### src/rtl/utc_pkg.sv
/*
 * utc_pkg: register map, field positions, reset values and sizes of the
 * serial transceiver register and data port block.
 * assumes: imported by utc_top, utc_top_assertions and utc_top_tb_top, not by the FIFO files or utc_far_model; no timing constants
 * are needed because the block has no waits of its own.
 */
package utc_pkg;

	// ************************************************************
	// sizes
	// ************************************************************
	localparam int ADDR_W     = 4;
	localparam int DATA_W     = 8;
	localparam int WORD_W     = 9;            // data byte plus ninth bit
	localparam int FIFO_DEPTH = 8;
	localparam int ERR_N      = 4;            // overrun, noise, framing, parity

	// ************************************************************
	// register offsets
	// ************************************************************
	localparam logic [ADDR_W-1:0] OFS_STATUS = 4'h4;
	localparam logic [ADDR_W-1:0] OFS_MODE   = 4'h5;
	localparam logic [ADDR_W-1:0] OFS_CTRL3  = 4'h6;
	localparam logic [ADDR_W-1:0] OFS_DATA   = 4'h7;

	// ************************************************************
	// tx_pin_and_error_irq_control fields
	// ************************************************************
	localparam int C3_RX_BIT8   = 7;          // rx_bit8_tx_bit9, read side
	localparam int C3_TX_BIT8   = 6;          // rx_bit9_tx_bit8, write side
	localparam int C3_TX_PIN_DIRECTION     = 5;          // tx_pin_direction
	localparam int C3_TX_POLARITY_FLIP     = 4;          // tx_polarity_flip
	localparam int C3_IRQ_EN_HI = 3;          // overrun_irq_en .. parity_irq_en
	localparam logic [DATA_W-1:0] C3_RESET = 8'h00;

	// error vector order, shared by status bits and enables
	localparam int ERR_OVERRUN = 3;
	localparam int ERR_NOISE   = 2;
	localparam int ERR_FRAMING = 1;
	localparam int ERR_PARITY  = 0;

	// ************************************************************
	// status fields
	// ************************************************************
	localparam int ST_TX_SPACE = 7;           // transmit FIFO can take a word
	localparam int ST_TX_IDLE  = 6;           // transmit path fully empty
	localparam int ST_RX_FULL  = 5;           // receive buffer holds a word

	// ************************************************************
	// mode fields
	// ************************************************************
	localparam int MD_LOOP   = 7;             // loop_mode_select
	localparam int MD_RECEIVER_SOURCE_SELECT   = 5;             // receiver_source_select
	localparam int MD_NINE   = 4;             // 9-bit characters
	localparam logic [DATA_W-1:0] MD_MASK  = 8'hb0;
	localparam logic [DATA_W-1:0] MD_RESET = 8'h00;

endpackage

### src/rtl/utc_fifo_if.sv
/*
 * utc_fifo_if: valid/ready carrier between the register block and its
 * transmit FIFO.
 * assumes: one clock domain; push and pop each complete when valid and
 * ready are both high at a rising edge.
 */
`timescale 1ns/1ps
interface utc_fifo_if #(
	parameter int WIDTH = 9
);
	logic             push_valid;
	logic             push_ready;
	logic [WIDTH-1:0] push_data;
	logic             pop_valid;
	logic             pop_ready;
	logic [WIDTH-1:0] pop_data;

	modport user (output push_valid, push_data, pop_ready, input push_ready, pop_valid, pop_data);
	modport fifo (input push_valid, push_data, pop_ready, output push_ready, pop_valid, pop_data);
endinterface

### src/rtl/utc_fifo.sv
/*
 * utc_fifo: synchronous first-in first-out buffer, width and depth set
 * by parameters, valid/ready on both sides.
 * assumes: sys_clk domain, asynchronous active-high rst.
 */
`timescale 1ns/1ps
module utc_fifo #(
	parameter int WIDTH = 9,
	parameter int DEPTH = 8
) (
	input  wire logic sys_clk,
	input  wire logic rst,
	utc_fifo_if.fifo  port
);
	localparam int PTR_W = (DEPTH > 1) ? $clog2(DEPTH) : 1;
	localparam int CNT_W = $clog2(DEPTH + 1);
	localparam logic [PTR_W-1:0] PTR_LAST = PTR_W'(DEPTH - 1);
	localparam logic [CNT_W-1:0] CNT_FULL = CNT_W'(DEPTH);
	localparam logic [PTR_W-1:0] PTR_ZERO = '0;
	localparam logic [CNT_W-1:0] CNT_ZERO = '0;
	localparam logic [CNT_W-1:0] CNT_ONE  = CNT_W'(1);
	localparam logic [PTR_W-1:0] PTR_ONE  = PTR_W'(1);

	logic [WIDTH-1:0] mem [DEPTH];
	logic [PTR_W-1:0] wr_ptr_reg;
	logic [PTR_W-1:0] rd_ptr_reg;
	logic [CNT_W-1:0] count_reg;
	wire              do_push;
	wire              do_pop;

	// handshakes and honest full/empty
	assign port.push_ready = (count_reg != CNT_FULL);
	assign port.pop_valid  = (count_reg != CNT_ZERO);
	assign port.pop_data   = mem[rd_ptr_reg];
	assign do_push         = port.push_valid & port.push_ready;
	assign do_pop          = port.pop_valid & port.pop_ready;

	// storage array, no reset needed
	always_ff @(posedge sys_clk) begin
		if (do_push) begin
			mem[wr_ptr_reg] <= port.push_data;
		end
	end

	// pointers wrap at the last entry, count tracks occupancy
	always_ff @(posedge sys_clk or posedge rst) begin
		if (rst) begin
			wr_ptr_reg <= PTR_ZERO;
			rd_ptr_reg <= PTR_ZERO;
			count_reg  <= CNT_ZERO;
		end else begin
			if (do_push) begin
				wr_ptr_reg <= (wr_ptr_reg == PTR_LAST) ? PTR_ZERO : wr_ptr_reg + PTR_ONE;
			end
			if (do_pop) begin
				rd_ptr_reg <= (rd_ptr_reg == PTR_LAST) ? PTR_ZERO : rd_ptr_reg + PTR_ONE;
			end
			if (do_push && !do_pop) begin
				count_reg <= count_reg + CNT_ONE;
			end else if (do_pop && !do_push) begin
				count_reg <= count_reg - CNT_ONE;
			end
		end
	end
endmodule

### src/rtl/utc_top.sv
/*
 * utc_top: register side of a serial transceiver: transmit pin control
 * and error interrupt enables, the shared receive/transmit data port,
 * the error flags with their clearing sequence, and the transmit FIFO.
 * assumes: a framer outside takes tx words and supplies the serial level,
 * received words and per-word error events, all synchronous to sys_clk.
 */
// Local design decision: strobed register access.
// Behaviour
// - single-wire mode: direction bit 0 makes tx pin input, 1 makes it output
// - polarity bit 4 inverts every tx pin level: data, start, stop, break, idle
// - overrun enable bit 3 raises interrupt while overrun flag set
// - noise enable bit 2 raises interrupt while noise flag set
// - framing enable bit 1 raises interrupt while framing flag set
// - parity enable bit 0 raises interrupt while parity flag set
// - offset 7h reads the receive buffer and writes the transmit buffer
// - status read followed by data read clears pending receive flags
// - data port bits 7..0 map one to one onto buffer bits
// - single-wire mode only when loop and receiver-source bits both set
// - ninth bits: read before data; stored tx ninth bit goes with data write in nine-bit mode, zero otherwise
`timescale 1ns/1ps
module utc_top
	import utc_pkg::*;
(
	input  wire logic                       sys_clk,
	input  wire logic                       rst,
	input  wire logic [utc_pkg::ADDR_W-1:0] reg_addr,
	input  wire logic [utc_pkg::DATA_W-1:0] reg_wdata,
	input  wire logic                       reg_wr,
	input  wire logic                       reg_rd,
	output logic      [utc_pkg::DATA_W-1:0] reg_rdata,
	output logic      [utc_pkg::WORD_W-1:0] tx_word,
	output logic                            tx_word_valid,
	input  wire logic                       tx_word_ready,
	input  wire logic                       tx_busy,
	input  wire logic                       tx_line_level,
	output logic                            tx_pin_out,
	output logic                            tx_pin_oe_n,
	input  wire logic                       tx_pin_in,
	input  wire logic                       rxd_pin_in,
	output logic                            rx_line,
	input  wire logic [utc_pkg::WORD_W-1:0] rx_word,
	input  wire logic                       rx_word_valid,
	input  wire logic                       rx_noise_evt,
	input  wire logic                       rx_framing_evt,
	input  wire logic                       rx_parity_evt,
	output logic                            nine_bit_mode,
	output logic                            irq
);
	import utc_pkg::*;

	// ************************************************************
	// state
	// ************************************************************
	logic [DATA_W-1:0] ctrl3_reg;             // bit 7 unused here, receive bit 8 read separately
	logic [DATA_W-1:0] mode_reg;
	logic [DATA_W-1:0] rx_buf_reg;
	logic              rx_bit8_reg;
	logic              rx_full_reg;
	logic [ERR_N-1:0]  err_reg;
	logic              clr_armed_reg;         // status read seen, data read pending
	logic              rx_full_seen_reg;
	logic [ERR_N-1:0]  err_seen_reg;
	logic [DATA_W-1:0] reg_rdata_reg;
	logic [WORD_W-1:0] tx_word_reg;
	logic              tx_word_valid_reg;
	logic              tx_pin_out_reg;
	logic              tx_pin_oe_n_reg;
	logic              rx_line_reg;
	logic              irq_reg;

	// carrier between the data port and the transmit queue
	utc_fifo_if #(.WIDTH(WORD_W)) txq ();

	// ************************************************************
	// decode
	// ************************************************************
	// one strobe per register, qualified by its address
	wire hit_status = (reg_addr == OFS_STATUS);
	wire hit_mode   = (reg_addr == OFS_MODE);
	wire hit_ctrl3  = (reg_addr == OFS_CTRL3);
	wire hit_data   = (reg_addr == OFS_DATA);
	wire wr_mode    = reg_wr & hit_mode;
	wire wr_ctrl3   = reg_wr & hit_ctrl3;
	wire wr_data    = reg_wr & hit_data;
	wire rd_status  = reg_rd & hit_status;
	wire rd_data    = reg_rd & hit_data;

	// mode decode
	// single-wire needs loop and the external receive source together
	wire loop_mode_select       = mode_reg[MD_LOOP];
	wire receiver_source_select = mode_reg[MD_RECEIVER_SOURCE_SELECT];
	wire nine_sel               = mode_reg[MD_NINE];
	wire single_wire            = loop_mode_select & receiver_source_select;
	wire tx_pin_direction       = ctrl3_reg[C3_TX_PIN_DIRECTION];
	wire tx_polarity_flip       = ctrl3_reg[C3_TX_POLARITY_FLIP];
	wire [ERR_N-1:0] irq_en     = ctrl3_reg[C3_IRQ_EN_HI:0];

	// ************************************************************
	// receive path and flags
	// ************************************************************
	// clearing sequence: data read after a status read drops what was seen
	wire seq_clear   = rd_data & clr_armed_reg;
	wire clr_rx_full = seq_clear & rx_full_seen_reg;
	wire [ERR_N-1:0] clr_err = {ERR_N{seq_clear}} & err_seen_reg;

	// a word arriving into a still full buffer is an overrun and is dropped
	wire rx_blocked = rx_full_reg & ~clr_rx_full;
	wire rx_accept  = rx_word_valid & ~rx_blocked;
	wire overrun_ev = rx_word_valid & rx_blocked;

	wire [ERR_N-1:0] err_evt;
	assign err_evt[ERR_OVERRUN] = overrun_ev;
	assign err_evt[ERR_NOISE]   = rx_accept & rx_noise_evt;
	assign err_evt[ERR_FRAMING] = rx_accept & rx_framing_evt;
	assign err_evt[ERR_PARITY]  = rx_accept & rx_parity_evt;

	// sticky error flags, a new event wins over a clear in the same cycle
	genvar gi;
	generate
		for (gi = 0; gi < ERR_N; gi++) begin : g_err
			always_ff @(posedge sys_clk or posedge rst) begin
				if (rst) begin
					err_reg[gi] <= 1'b0;
				end else if (err_evt[gi]) begin
					err_reg[gi] <= 1'b1;
				end else if (clr_err[gi]) begin
					err_reg[gi] <= 1'b0;
				end
			end
		end
	endgenerate

	// receive buffer with its ninth bit
	// the ninth bit is loaded with the byte so the pair never splits
	always_ff @(posedge sys_clk or posedge rst) begin
		if (rst) begin
			rx_buf_reg  <= '0;
			rx_bit8_reg <= 1'b0;
			rx_full_reg <= 1'b0;
		end else begin
			if (rx_accept) begin
				rx_buf_reg  <= rx_word[DATA_W-1:0];
				rx_bit8_reg <= rx_word[DATA_W];
				rx_full_reg <= 1'b1;
			end else if (clr_rx_full) begin
				rx_full_reg <= 1'b0;
			end
		end
	end

	// status read arms the sequence and remembers which flags it showed
	// a data read always disarms, so a stale snapshot never clears later flags
	always_ff @(posedge sys_clk or posedge rst) begin
		if (rst) begin
			clr_armed_reg    <= 1'b0;
			rx_full_seen_reg <= 1'b0;
			err_seen_reg     <= '0;
		end else if (rd_status) begin
			clr_armed_reg    <= 1'b1;
			rx_full_seen_reg <= rx_full_reg;
			err_seen_reg     <= err_reg;
		end else if (rd_data) begin
			clr_armed_reg    <= 1'b0;
			rx_full_seen_reg <= 1'b0;
			err_seen_reg     <= '0;
		end
	end

	// ************************************************************
	// control registers
	// ************************************************************
	// software writes; mode keeps only its defined bits
	always_ff @(posedge sys_clk or posedge rst) begin
		if (rst) begin
			ctrl3_reg <= C3_RESET;
			mode_reg  <= MD_RESET;
		end else begin
			if (wr_ctrl3) begin
				ctrl3_reg <= reg_wdata;
			end
			if (wr_mode) begin
				mode_reg <= reg_wdata & MD_MASK;
			end
		end
	end

	// ************************************************************
	// transmit path
	// ************************************************************
	// data write pushes the byte with the stored ninth bit, zero outside nine-bit mode; dropped when full
	wire tx_bit8 = nine_sel & ctrl3_reg[C3_TX_BIT8];
	assign txq.push_valid = wr_data;
	assign txq.push_data  = {tx_bit8, reg_wdata};

	// output stage refills whenever it is empty or being taken
	wire out_free     = ~tx_word_valid_reg | tx_word_ready;
	assign txq.pop_ready = out_free;
	wire tx_space     = txq.push_ready;
	// idle only when queue, output stage and framer are all empty
	wire tx_idle      = ~txq.pop_valid & ~tx_word_valid_reg & ~tx_busy;

	// nine-bit words wait here until the output register takes them
	utc_fifo #(
		.WIDTH(WORD_W),
		.DEPTH(FIFO_DEPTH)
	) u_txq (
		.sys_clk(sys_clk),
		.rst    (rst),
		.port   (txq.fifo)
	);

	// output register keeps tx_word steady until the framer takes it
	always_ff @(posedge sys_clk or posedge rst) begin
		if (rst) begin
			tx_word_reg       <= '0;
			tx_word_valid_reg <= 1'b0;
		end else if (out_free) begin
			tx_word_reg       <= txq.pop_data;
			tx_word_valid_reg <= txq.pop_valid;
		end
	end

	// ************************************************************
	// pins and receive source
	// ************************************************************
	// inversion acts on the raw level, so idle and break flip as well
	wire pin_level_next = tx_line_level ^ tx_polarity_flip;
	wire pin_oe_n_next  = single_wire & ~tx_pin_direction;

	// loop without external source listens to its own transmitter
	wire rx_line_next = !loop_mode_select ? rxd_pin_in :
	                    receiver_source_select ? tx_pin_in : pin_level_next;

	// pin level, pin enable and receive source are all registered;
	// reset leaves the pin driven at its idle level
	always_ff @(posedge sys_clk or posedge rst) begin
		if (rst) begin
			tx_pin_out_reg  <= 1'b1;
			tx_pin_oe_n_reg <= 1'b0;
			rx_line_reg     <= 1'b1;
		end else begin
			tx_pin_out_reg  <= pin_level_next;
			tx_pin_oe_n_reg <= pin_oe_n_next;
			rx_line_reg     <= rx_line_next;
		end
	end

	// ************************************************************
	// interrupt
	// ************************************************************
	wire irq_next = |(err_reg & irq_en);

	// one flop on the request so decode glitches never reach the pin
	always_ff @(posedge sys_clk or posedge rst) begin
		if (rst) begin
			irq_reg <= 1'b0;
		end else begin
			irq_reg <= irq_next;
		end
	end

	// ************************************************************
	// read data
	// ************************************************************
	// status word built field by field from the shared positions
	wire [DATA_W-1:0] status_view;
	assign status_view[ST_TX_SPACE]        = tx_space;
	assign status_view[ST_TX_IDLE]         = tx_idle;
	assign status_view[ST_RX_FULL]         = rx_full_reg;
	assign status_view[ST_RX_FULL-1:ERR_N] = '0;          // unused bit between the flags
	assign status_view[ERR_N-1:0]          = err_reg;
	wire [DATA_W-1:0] ctrl3_view  = {rx_bit8_reg, ctrl3_reg[C3_TX_BIT8:0]};
	wire [DATA_W-1:0] rd_mux      = hit_status ? status_view :
	                                hit_mode   ? mode_reg :
	                                hit_ctrl3  ? ctrl3_view :
	                                hit_data   ? rx_buf_reg :
	                                             '0;

	// read data stands only in the cycle after the strobe
	always_ff @(posedge sys_clk or posedge rst) begin
		if (rst) begin
			reg_rdata_reg <= '0;
		end else if (reg_rd) begin
			reg_rdata_reg <= rd_mux;
		end else begin
			reg_rdata_reg <= '0;
		end
	end

	// ************************************************************
	// outputs
	// ************************************************************
	// every output is a flop or a flop bit
	assign reg_rdata     = reg_rdata_reg;
	assign tx_word       = tx_word_reg;
	assign tx_word_valid = tx_word_valid_reg;
	assign tx_pin_out    = tx_pin_out_reg;
	assign tx_pin_oe_n   = tx_pin_oe_n_reg;
	assign rx_line       = rx_line_reg;
	assign nine_bit_mode = mode_reg[MD_NINE];
	assign irq           = irq_reg;
endmodule

### config.mk
export PLATFORM = sky130hd
export DESIGN_NAME = utc_top
export DESIGN_NICKNAME = d
export VERILOG_FILES = /design/src/rtl/utc_pkg.sv /design/src/rtl/utc_fifo_if.sv /design/src/rtl/utc_fifo.sv /design/src/rtl/utc_top.sv
export SDC_FILE = /design/constraint.sdc
export NUM_CORES = 1
export LEC_CHECK = 0
export CORE_MARGIN = 2
export CORE_UTILIZATION = 55
export CTS_CLUSTER_SIZE = 20
export DETAILED_ROUTE_END_ITERATION = 8
export DONT_BUFFER_PORTS = 1
export PLACE_DENSITY = 0.8
export SLEW_MARGIN = 40
export SYNTH_ARGS = -nofsm -noshare
export SYNTH_HDL_FRONTEND = slang
export SYNTH_SLANG_ARGS = --single-unit
### constraint.sdc
create_clock -name sys_clk -period 5.05 [get_ports sys_clk]
set_input_delay 0.2525 -clock sys_clk [delete_from_list [all_inputs] [get_ports sys_clk]]
set_output_delay 0.2525 -clock sys_clk [all_outputs]
set_load 0.05 [all_outputs]
==> qor.yml, run 1 <==
synthSimpleGateAreaFrac: 0.0778
endpoint_kind: "flop"
die_width_um: 104
hp-class: "in -> reg"
grt_pass1_wl_um: 19200
worstPathMaxFanout: 5
antenna_left: 0
seq_area_frac_synth: 0.676
grtUsageTotal: 0.239
clock_skew_ns: 0.00679
largest_register_ff_count: 72
layout.nets: 428
finalSetupViolCount: 0
startpoint_type: "flop"
first_pass_iters: 5
dieArea_um2: 10800
antenna_cells: 0
syn-num-nets: 387
synth_top_cell_area_share: 0.393
grt_start_max_net_pins: 63
worstMarginPinSlew_ns: 0.824
clk_latency_ns: 0.53
synth_seq_cells: 134
synth_area_leaders: "edfxtp_1 39%, dfrtp_1 27%, mux4_2 7.8%"
routabilityCongestion: 0.805
cp.required_ns: 5.46
fp-row-count: 36
peakVddDrop_v: 0.000229
grtUsageMet1: 0.304
dp.cells: 469
synth_top_area_cell: "edfxtp_1"
hpwlAfterDp_um: 6970
tns_ns: 0
finalWirelength_um: 11900
drc: 0
synth_edf_count: 72
synth_area_um2: 5500
antenna_found_initial: 0
crit_arrival_ns: 3.75
grt_pass1_vias: 3436
synth_top_family_by_area: "multiplexers"
path_cells: "nor4_1 > nor2_1 > inv_1 > ha_1 > inv_1 > ha_1 > a21o_1 > a2111oi_0 > a31oi_1 > a221o_1"
cts_made_buffers: 17
synth.most_common_cell: "edfxtp_1"
areaGrowthSynthToFinish_pct: 19.3
cp_slowest_stage_delay_ns: 0.75
wire_per_inst_um: 22.4
cts_root_buffer: "clkbuf_8"
drive_above_1_share: 0.233
synthTopCellsByCount: "72 x edfxtp_1, 60 x dfrtp_1, 25 x mux2_2"
routed_via_density: 6.15
grt-busiest-layer: "met2"
htree_levels: 4
num_vias: 3273
cts_tree: "yes"
synthFlopType: "edfxtp_1"
max_freq_mhz: 300
synth_cell_types: 44
use_met3: 0.0633
coreArea_um2: 9730
crit_type: "reg -> reg"
die_y_um: 104
start_util: 0.565
run_status: "finished, final reports clean"
slowest_stage: "nor4_1"
relSlewSlack: 0.445
muxShareOfSynthArea: 0.143
synth-xor-area-share: 0.00478
drv_cap: 0
cts.sinks: 134
ios: 57
synth-compound-area-share: 0.0591
synthArstFlopShare: 0.463
clk_pin_slew_ns: 0.06
synthAdderAreaFrac: 0.0196
slew_violations: 0
yosysWarnings: 0
post-route-period-util: 0.661
grt-ovfl-total: 0
met2_usage: 0.391
fillers: 618
rsz0062_at_grt: "false"
power_density_nw_per_um2: 538
avgSynthCellArea_um2: 15.9
clockBufferDepth: 2
p_leak_nw: 2.51
cts_resized: 0
hold_viol: 0
stdcell_count: 532
syn-instance-count: 345
portBuffers: 0
drt_iter0_drc: 332
period_minus_slack_ns: 3.34
[worst max-delay path, delay by kind of cell (launching register included)]
kind,cells,cell delay [ns]
AO/OA/AOI/OAI,4,1.10
AND/OR/NAND/NOR,2,0.92
adder cells (fa/ha/maj),2,0.51
flip-flops,1,0.45
buffers and inverters,2,0.25
[cell usage in the layout (no fill, tap or decap), types with 6 or more instances in the layout]
master / instances
edfxtp_1: 72
dfrtp_1: 59
dlygate4sd3_1: 31
mux2_2: 25
nand2_1: 22
mux4_2: 19
nor2_1: 18
clkbuf_16: 16
and3_1: 10
o21ai_0: 10
a221o_1: 9
a21oi_1: 9
ha_1: 7
inv_1: 6
a22oi_1: 6
[final cells by class]
type,instances,area [um^2],share of cell area
clock buffers,18,428,0.0652
flip-flops and latches,134,3720,0.566
repair buffers,35,344,0.0524
clock inverters,14,149,0.0227
well taps,133,166,0.0254
inverters,7,26.3,0.00400
multi-input cells,191,1730,0.264
[where the power goes]
part	switching, mW	leakage, nW	internal [mW]
Sequential	0.384	1.39	1.32
Combinational	0.276	0.839	0.359
Clock	0.472	0.278	0.720
[metrics by stage]
| step | util | worst slack, ns | hold WS [ns] | power, mW | cell area, um^2 |
|---|---|---|---|---|---|
| 2_1_floorplan | - | 2.29 | 0.319 | 2.16 | 5500 |
| 3_3_place_gp | 0.579 | 2.07 | 0.326 | 2.25 | 5640 |
| 3_5_place_dp | 0.583 | 1.85 | 0.327 | 2.31 | 5670 |
| 4_1_cts | 0.673 | 1.84 | 0.000372 | 3.53 | 6550 |
| 5_1_grt | 0.675 | 1.59 | 0.00178 | 3.67 | 6560 |
| 6_report | 0.675 | 1.71 | 0.0361 | 3.53 | 6560 |
[final timing paths]
kind / startpoint / cells after the start / slack, ns / to
hold / removal: reg_addr[2] / 2 / 0.04 / reg_rdata[2]
setup / recovery: u_txq.count_reg[0] / 10 / 1.71 / u_txq.count_reg[3]
min in group asynchronous: rst / 3 / 0.32 / mode_reg[5]
max in group asynchronous: rst / 3 / 4.33 / u_txq.rd_ptr_reg[2]
setup reg to reg: u_txq.count_reg[0] / 10 / 1.71 / u_txq.count_reg[3]
hold reg to reg: ctrl3_reg[4] / 1 / 0.49 / tx_pin_out
[what timing repair did]
| action | in CTS | in global routing |
|---|---|---|
| endpoints found under the hold margin | 161 | 3 |
| hold buffers | 30 | 1 |
| setup buffers | 0 | 0 |
| endpoints found under the setup margin | 0 | 0 |
[cell families (layout without fill, tap and decap cells)]
logic type,count (synthesis),in the layout
AND/OR/NAND/NOR,84,84
buffers and inverters,20,74
AO/OA/AOI/OAI,46,46
flip-flops,134,134
XOR/XNOR,3,3
adder cells (fa/ha/maj),8,8
multiplexers,50,50
[layer usage]
layer | wire (um) | vias up
met5 | 0 | -
met2 | 6230 | 153
met1 | 4680 | 1677
li1 | - | 1418
met4 | 289 | 0
met3 | 727 | 25
Note: power is estimated with default switching activity, not from simulation.
==> run 2: changes to the inputs <==
PLACE_DENSITY = 0.83   (was 0.8)
clock period = 2.8 ns   (was 5.05 ns; I/O delays follow)
==> run 2 against run 1 <==
Combinational power grew 110%. Clock skew shrank 0.00050 ns. Via count grew 6.0%. Sequential share of layout area shrank 0.86 points. Final cell count grew 3.8%. Worst hold slack lost 0.025 ns. Die area is the same. Sequential power grew 79%. Register-to-register slack lost 1.7 ns. Critical path depth is the same. Critical endpoint unchanged. Highest routed layer unchanged.
==> qor.yml, run 2 (synthesis gave the netlist of run 1 again) <==
portBuffers: 0  # unchanged
crit_family: "compound AO/OA/AOI/OAI gates"
routed_via_density: 6.29  # +2.2%
routabilityCongestion: 0.799  # -0.67%
antenna_left: 0  # unchanged
fillers: 601  # -2.8%
antenna_cells: 0  # unchanged
slowest_stage: "dfrtp_2"
drc: 0  # unchanged
grt_start_max_net_pins: 32  # -49%
clk_pin_slew_ns: 0.06  # about the same
first_pass_iters: 5  # unchanged
mostFrequentLayoutCell: "edfxtp_1"
largest_register_ff_count: 72  # unchanged
ios: 57  # unchanged
p_leak_nw: 2.57  # +2.4%
cp_common_cell: "inv_1"
period_minus_slack_ns: 2.75  # -0.587 ns
layout.nets: 448  # +4.7%
cts_root_buffer: "clkbuf_8"
cts_made_buffers: 17  # unchanged
hold_viol: 0  # unchanged
relSlewSlack: 0.480  # +0.0350
crit_buf_inv: 2  # unchanged
power_density_nw_per_um2: 967  # +80%
cp.required_ns: 3.19  # -2.27 ns
antenna_found_initial: 0  # unchanged
dp.cells: 482  # +2.8%
drt_iter0_drc: 407  # +23%
coreArea_um2: 9730  # unchanged
drv_cap: 0  # unchanged
startpoint_type: "flop"
run_status: "finished, final reports clean"
post-route-period-util: 0.982  # +0.321
slew_violations: 0  # unchanged
crit_arrival_ns: 3.14  # -0.61 ns
finalWirelength_um: 12800  # +7.4%
path_cells: "nor4_4 > nor2_2 > inv_1 > ha_2 > inv_1 > ha_1 > a21o_1 > a2111oi_2 > a31oi_1 > a221o_1"
hp-class: "in -> reg"
worstMarginPinSlew_ns: 0.775  # -0.0491 ns
grt_pass1_vias: 3606  # +4.9%
worstPathMaxFanout: 3  # -2
grt_pass1_wl_um: 19900  # +3.7%
crit_type: "reg -> reg"
cts.sinks: 134  # unchanged
wire_per_inst_um: 23.2  # +3.6%
stdcell_count: 552  # +3.8%
start_util: 0.565  # unchanged
clockBufferDepth: 2  # unchanged
areaGrowthSynthToFinish_pct: 21.2
die_width_um: 104  # unchanged
drive_above_1_share: 0.265  # +0.0318
clk_latency_ns: 0.51  # -0.02 ns
total_power_mw: 6.44  # +83%
peakVddDrop_v: 0.000373  # +63%
layout_common_cells: "72 x edfxtp_1, 57 x dfrtp_1, 32 x dlygate4sd3_1"
grt-ovfl-total: 0  # unchanged
cp_slowest_stage_delay_ns: 0.45  # -0.30 ns
hold-worst-slack_ns: 0.0114  # -0.0247 ns
htree_levels: 4  # unchanged
grtUsageTotal: 0.244  # +0.00480
die_y_um: 104  # unchanged
clock_skew_ns: 0.00629  # -0.000500 ns
hpwlAfterDp_um: 7320  # +4.9%
num_vias: 3470  # +6.0%
endpoint_kind: "flop"
finalSetupViolCount: 0  # unchanged
fp-row-count: 36  # unchanged
dieArea_um2: 10800  # unchanged
max_freq_mhz: 364  # +21%
cts_tree: "yes"
-- run 2: cell count changes in the layout (fill, tap and decap cells not counted), sizes merged --
| cell | previous run | this run |
|---|---|---|
| buf | 4 | 23 |
| dlygate4sd3 | 31 | 32 |
| clkbuf | 18 | 22 |
| inv | 12 | 7 |
| clkinvlp | 2 | 3 |
-- run 2: path summary, 6_finish.rpt --
kind / from / end / slack, ns / cells after the start
hold / removal: tx_word_ready / u_txq.rd_ptr_reg[1] / 0.01 / 4
min in group asynchronous: rst / u_txq.count_reg[3] / 0.03 / 2
setup reg to reg: u_txq.count_reg[3] / u_txq.count_reg[3] / 0.05 / 10
max in group asynchronous: rst / err_reg[0] / 2.10 / 3
setup / recovery: u_txq.count_reg[3] / u_txq.count_reg[3] / 0.05 / 10
hold reg to reg: ctrl3_reg[4] / tx_pin_out / 0.49 / 1
-- run 2: area by class of cell --
cell class	count	area [um^2]	share of cell area
multi-input combinational	191	1710	0.257
inverter	7	26.3	0.00394
clock inverter	10	106	0.0160
sequential	134	3720	0.558
tap	133	166	0.0250
timing repair buffer	55	493	0.0739
clock buffer	22	443	0.0664
-- run 2: report_power, final --
group          switching, mW  internal [mW]
combinational          0.612          0.735
sequential             0.659           2.38
clock                  0.778           1.28
-- run 2: timing repair --
action / 4_1_cts / 5_1_grt
gates resized for setup: 2 / 10
pin swaps: 0 / 2
endpoints found under the setup margin: 1 / 1
buffers inserted: 0 / 6
hold buffers: 32 / 0
hold endpoints to repair: 164 / 0
-- run 2: stage by stage --
step	cell area, um^2	TNS [ns]	utilization	setup slack [ns]
2_1_floorplan	5500	0	-	0.0385
3_3_place_gp	5720	0	0.587	0.142
3_5_place_dp	5720	-0.0548	0.587	-0.0548
4_1_cts	6590	0	0.677	0.00131
5_1_grt	6670	-0.0521	0.685	-0.0521
6_report	6670	0	0.685	0.0512
-- run 2: metal layers --
layer  vias up  wire length [um]  part of all wire  GRT usage
met1      1768              4780              0.37      0.312
met5         -                 0                 0          0
met3        45               901             0.070     0.0545
met4         0               426             0.033     0.0975
li1       1454                 -                 -          -
met2       203              6710              0.52      0.407
-- run 2: worst register-to-register path, stage by stage (launching register included) --
cell and delay [ns]:
dfrtp_2 0.45, nor4_4 0.35, nor2_2 0.09, inv_1 0.11
ha_2 0.22, inv_1 0.07, ha_1 0.28, a21o_1 0.22
a2111oi_2 0.39, a31oi_1 0.11, a221o_1 0.34
==> run 3: changes to the inputs <==
REMOVE_ABC_BUFFERS = 1   (was not set)
==> run 3 against run 2 <==
Sequential share of layout area increased by 0.14 points. Via count decreased by 4.1%. Fmax increased by 2.3%. Setup slack improved by 0.061 ns. Combinational power decreased by 7%. Clock skew increased by 0.0052 ns. Critical path depth unchanged. Register-to-register slack improved by 0.06 ns. Die area unchanged. First-iteration DRC count decreased by 58%. Utilization decreased by 0.22 points. Sequential power about the same. Largest cell class unchanged.
==> qor.yml, run 3 (synthesis gave the netlist of run 1 again) <==
run_status: "finished, final reports clean"
endpoint_kind: "flop"
startpoint_type: "flop"
die_width_um: 104  # unchanged
cts_made_buffers: 17  # unchanged
hp-class: "in -> reg"
cts_tree: "yes"
worstPathMaxFanout: 5  # +2
layout.nets: 443  # -1.1%
switching_share: 0.322  # +0.00394
grt_pass1_wl_um: 19500  # -1.8%
coreArea_um2: 9730  # unchanged
drive_above_1_share: 0.249  # -0.0161
setup_ws_ns: 0.112  # +0.0612 ns
finalInstanceArea_um2: 6650  # -0.32%
worstMarginPinSlew_ns: 0.768  # -0.00759 ns
layout_common_cells: "72 x edfxtp_1, 59 x dfrtp_1, 34 x dlygate4sd3_1"
relSlewSlack: 0.486  # +0.00618
combPwrFrac: 0.195  # -0.014
rr_worst_depth: 10  # unchanged
grt-ovfl-total: 0  # unchanged
antenna_cells: 0  # unchanged
crit_type: "reg -> reg"
hold_path.startpoint: "reg_addr[0]"
antenna_left: 0  # unchanged
intPower_mw: 4.35  # -1.1%
postCtsSetupBuffers: 0  # unchanged
wire_per_inst_um: 22.4  # -3.4%
max_freq_mhz: 372  # +2.3%
ios: 57  # unchanged
drc: 0  # unchanged
hold_viol: 0  # unchanged
fillers: 661  # +10%
grt_start_max_net_pins: 28  # -13%
largest_register_ff_count: 72  # unchanged
fp-row-count: 36  # unchanged
dpl_worst_slack_ns: 0.0629  # +0.118 ns
dieArea_um2: 10800  # unchanged
clockBufferDepth: 2  # unchanged
routabilityCongestion: 0.805  # +0.75%
r2r-start: "u_txq.count_reg[1]"
die_y_um: 104  # unchanged
power_density_nw_per_um2: 965  # -0.16%
areaGrowthSynthToFinish_pct: 20.8
period_minus_slack_ns: 2.69  # -0.0612 ns
antenna_found_initial: 0  # unchanged
finalSetupViolCount: 0  # unchanged
finalWirelength_um: 12300  # -4.3%
crit_start: "u_txq.count_reg[1]"
p_switching_mw: 2.06  # +0.75%
mostFrequentLayoutCell: "edfxtp_1"
start_util: 0.565  # unchanged
tns_ns: 0  # unchanged
drt_iter0_drc: 169  # -58%
first_pass_iters: 5  # unchanged
place_area_um2: 5710  # about the same
p_leak_nw: 2.56  # -0.35%
p_clk_frac: 0.332  # +0.013
clock_skew_ns: 0.0114  # +0.00515 ns
cp.required_ns: 3.20  # about the same
drv_cap: 0  # unchanged
cts_root_buffer: "clkbuf_8"
seq_power_share: 0.474  # +0.002
grt_pass1_vias: 3567  # -1.1%
post-route-period-util: 0.960  # -0.0219
portBuffers: 0  # unchanged
clk_latency_ns: 0.53  # +0.02 ns
slew_violations: 0  # unchanged
crit_arrival_ns: 3.09  # -0.05 ns
grtUsageTotal: 0.242  # -0.00169
hpwlAfterDp_um: 7420  # +1.4%
num_vias: 3329  # -4.1%
holdPathStages: 3  # -1
htree_levels: 4  # unchanged
cts.sinks: 134  # unchanged
routed_via_density: 6.09  # -3.2%
clk_pin_slew_ns: 0.06  # about the same
peakVddDrop_v: 0.000465  # +24%
total_power_mw: 6.41  # -0.48%
run 3: cell count changes in the layout (fill, tap and decap cells not counted), moves of 2 or more:
| cell | change |
|---|---|
| clkbuf_1 | -4 |
| clkinv_4 | +2 |
| dlygate4sd3_1 | +2 |
| dfrtp_2 | -2 |
| buf_4 | -8 |
| dfrtp_1 | +2 |
| inv_6 | +4 |
run 3: worst max-delay path, stage by stage (launching register included):
cell and delay (ns):
dfrtp_1 0.47, nor4_2 0.36, nor2_1 0.12, inv_1 0.09, ha_2 0.21, inv_1 0.07
ha_1 0.27, a21o_1 0.22, a2111oi_2 0.35, a31oi_1 0.07, a221o_1 0.32
run 3: worst paths after layout:
| kind | endpoint | slack (ns) |
|---|---|---|
| min in group asynchronous | tx_word[3] | 0.13 |
| max | u_txq.count_reg[3] | 0.11 |
| min reg2reg | tx_pin_out | 0.51 |
| min | reg_rdata[2] | 0.04 |
| max in group asynchronous | tx_pin_out | 1.91 |
| max reg2reg | u_txq.count_reg[3] | 0.11 |
run 3: area by class of cell:
type | instances | area, um^2 | share of cell area
Clock buffer | 17 | 414 | 0.0623
Clock inverter | 15 | 154 | 0.0232
Tap cell | 133 | 166 | 0.0250
Timing Repair Buffer | 50 | 473 | 0.0712
Sequential cell | 134 | 3720 | 0.559
Multi-Input combinational cell | 191 | 1700 | 0.255
Inverter | 7 | 26.3 | 0.00395
run 3: per-layer routing:
metal | up-vias | share of wire | GRT usage
met3 | 27 | 0.085 | 0.0783
met5 | - | 0 | 0
met1 | 1667 | 0.39 | 0.302
li1 | 1441 | - | -
met2 | 194 | 0.50 | 0.398
met4 | 0 | 0.022 | 0.0907
run 3: timing repair:
item / in CTS / in global routing
endpoints found under the setup margin: 0 / 1
endpoints found under the hold margin: 129 / 0
gates resized for setup: 0 / 7
hold buffers: 34 / 0
run 3: metrics by stage:
stage,utilization,hold slack [ns],cells
final,0.683,0.0374,547
after floorplan,-,0.206,332
after global placement,0.587,0.106,481
after CTS,0.681,0.00630,547
after global routing,0.683,0.0280,547
after detailed placement,0.587,0.116,481
run 3: power by group through the flow:
stage,clock [mW],sequential [mW],combinational (mW)
detailed placement,0,3.05,1.12
finish,2.13,3.04,1.25
global placement,0,3.03,1.06
CTS,2.15,3.02,1.21
floorplan,0,3.01,0.803
global route,2.24,3.08,1.35
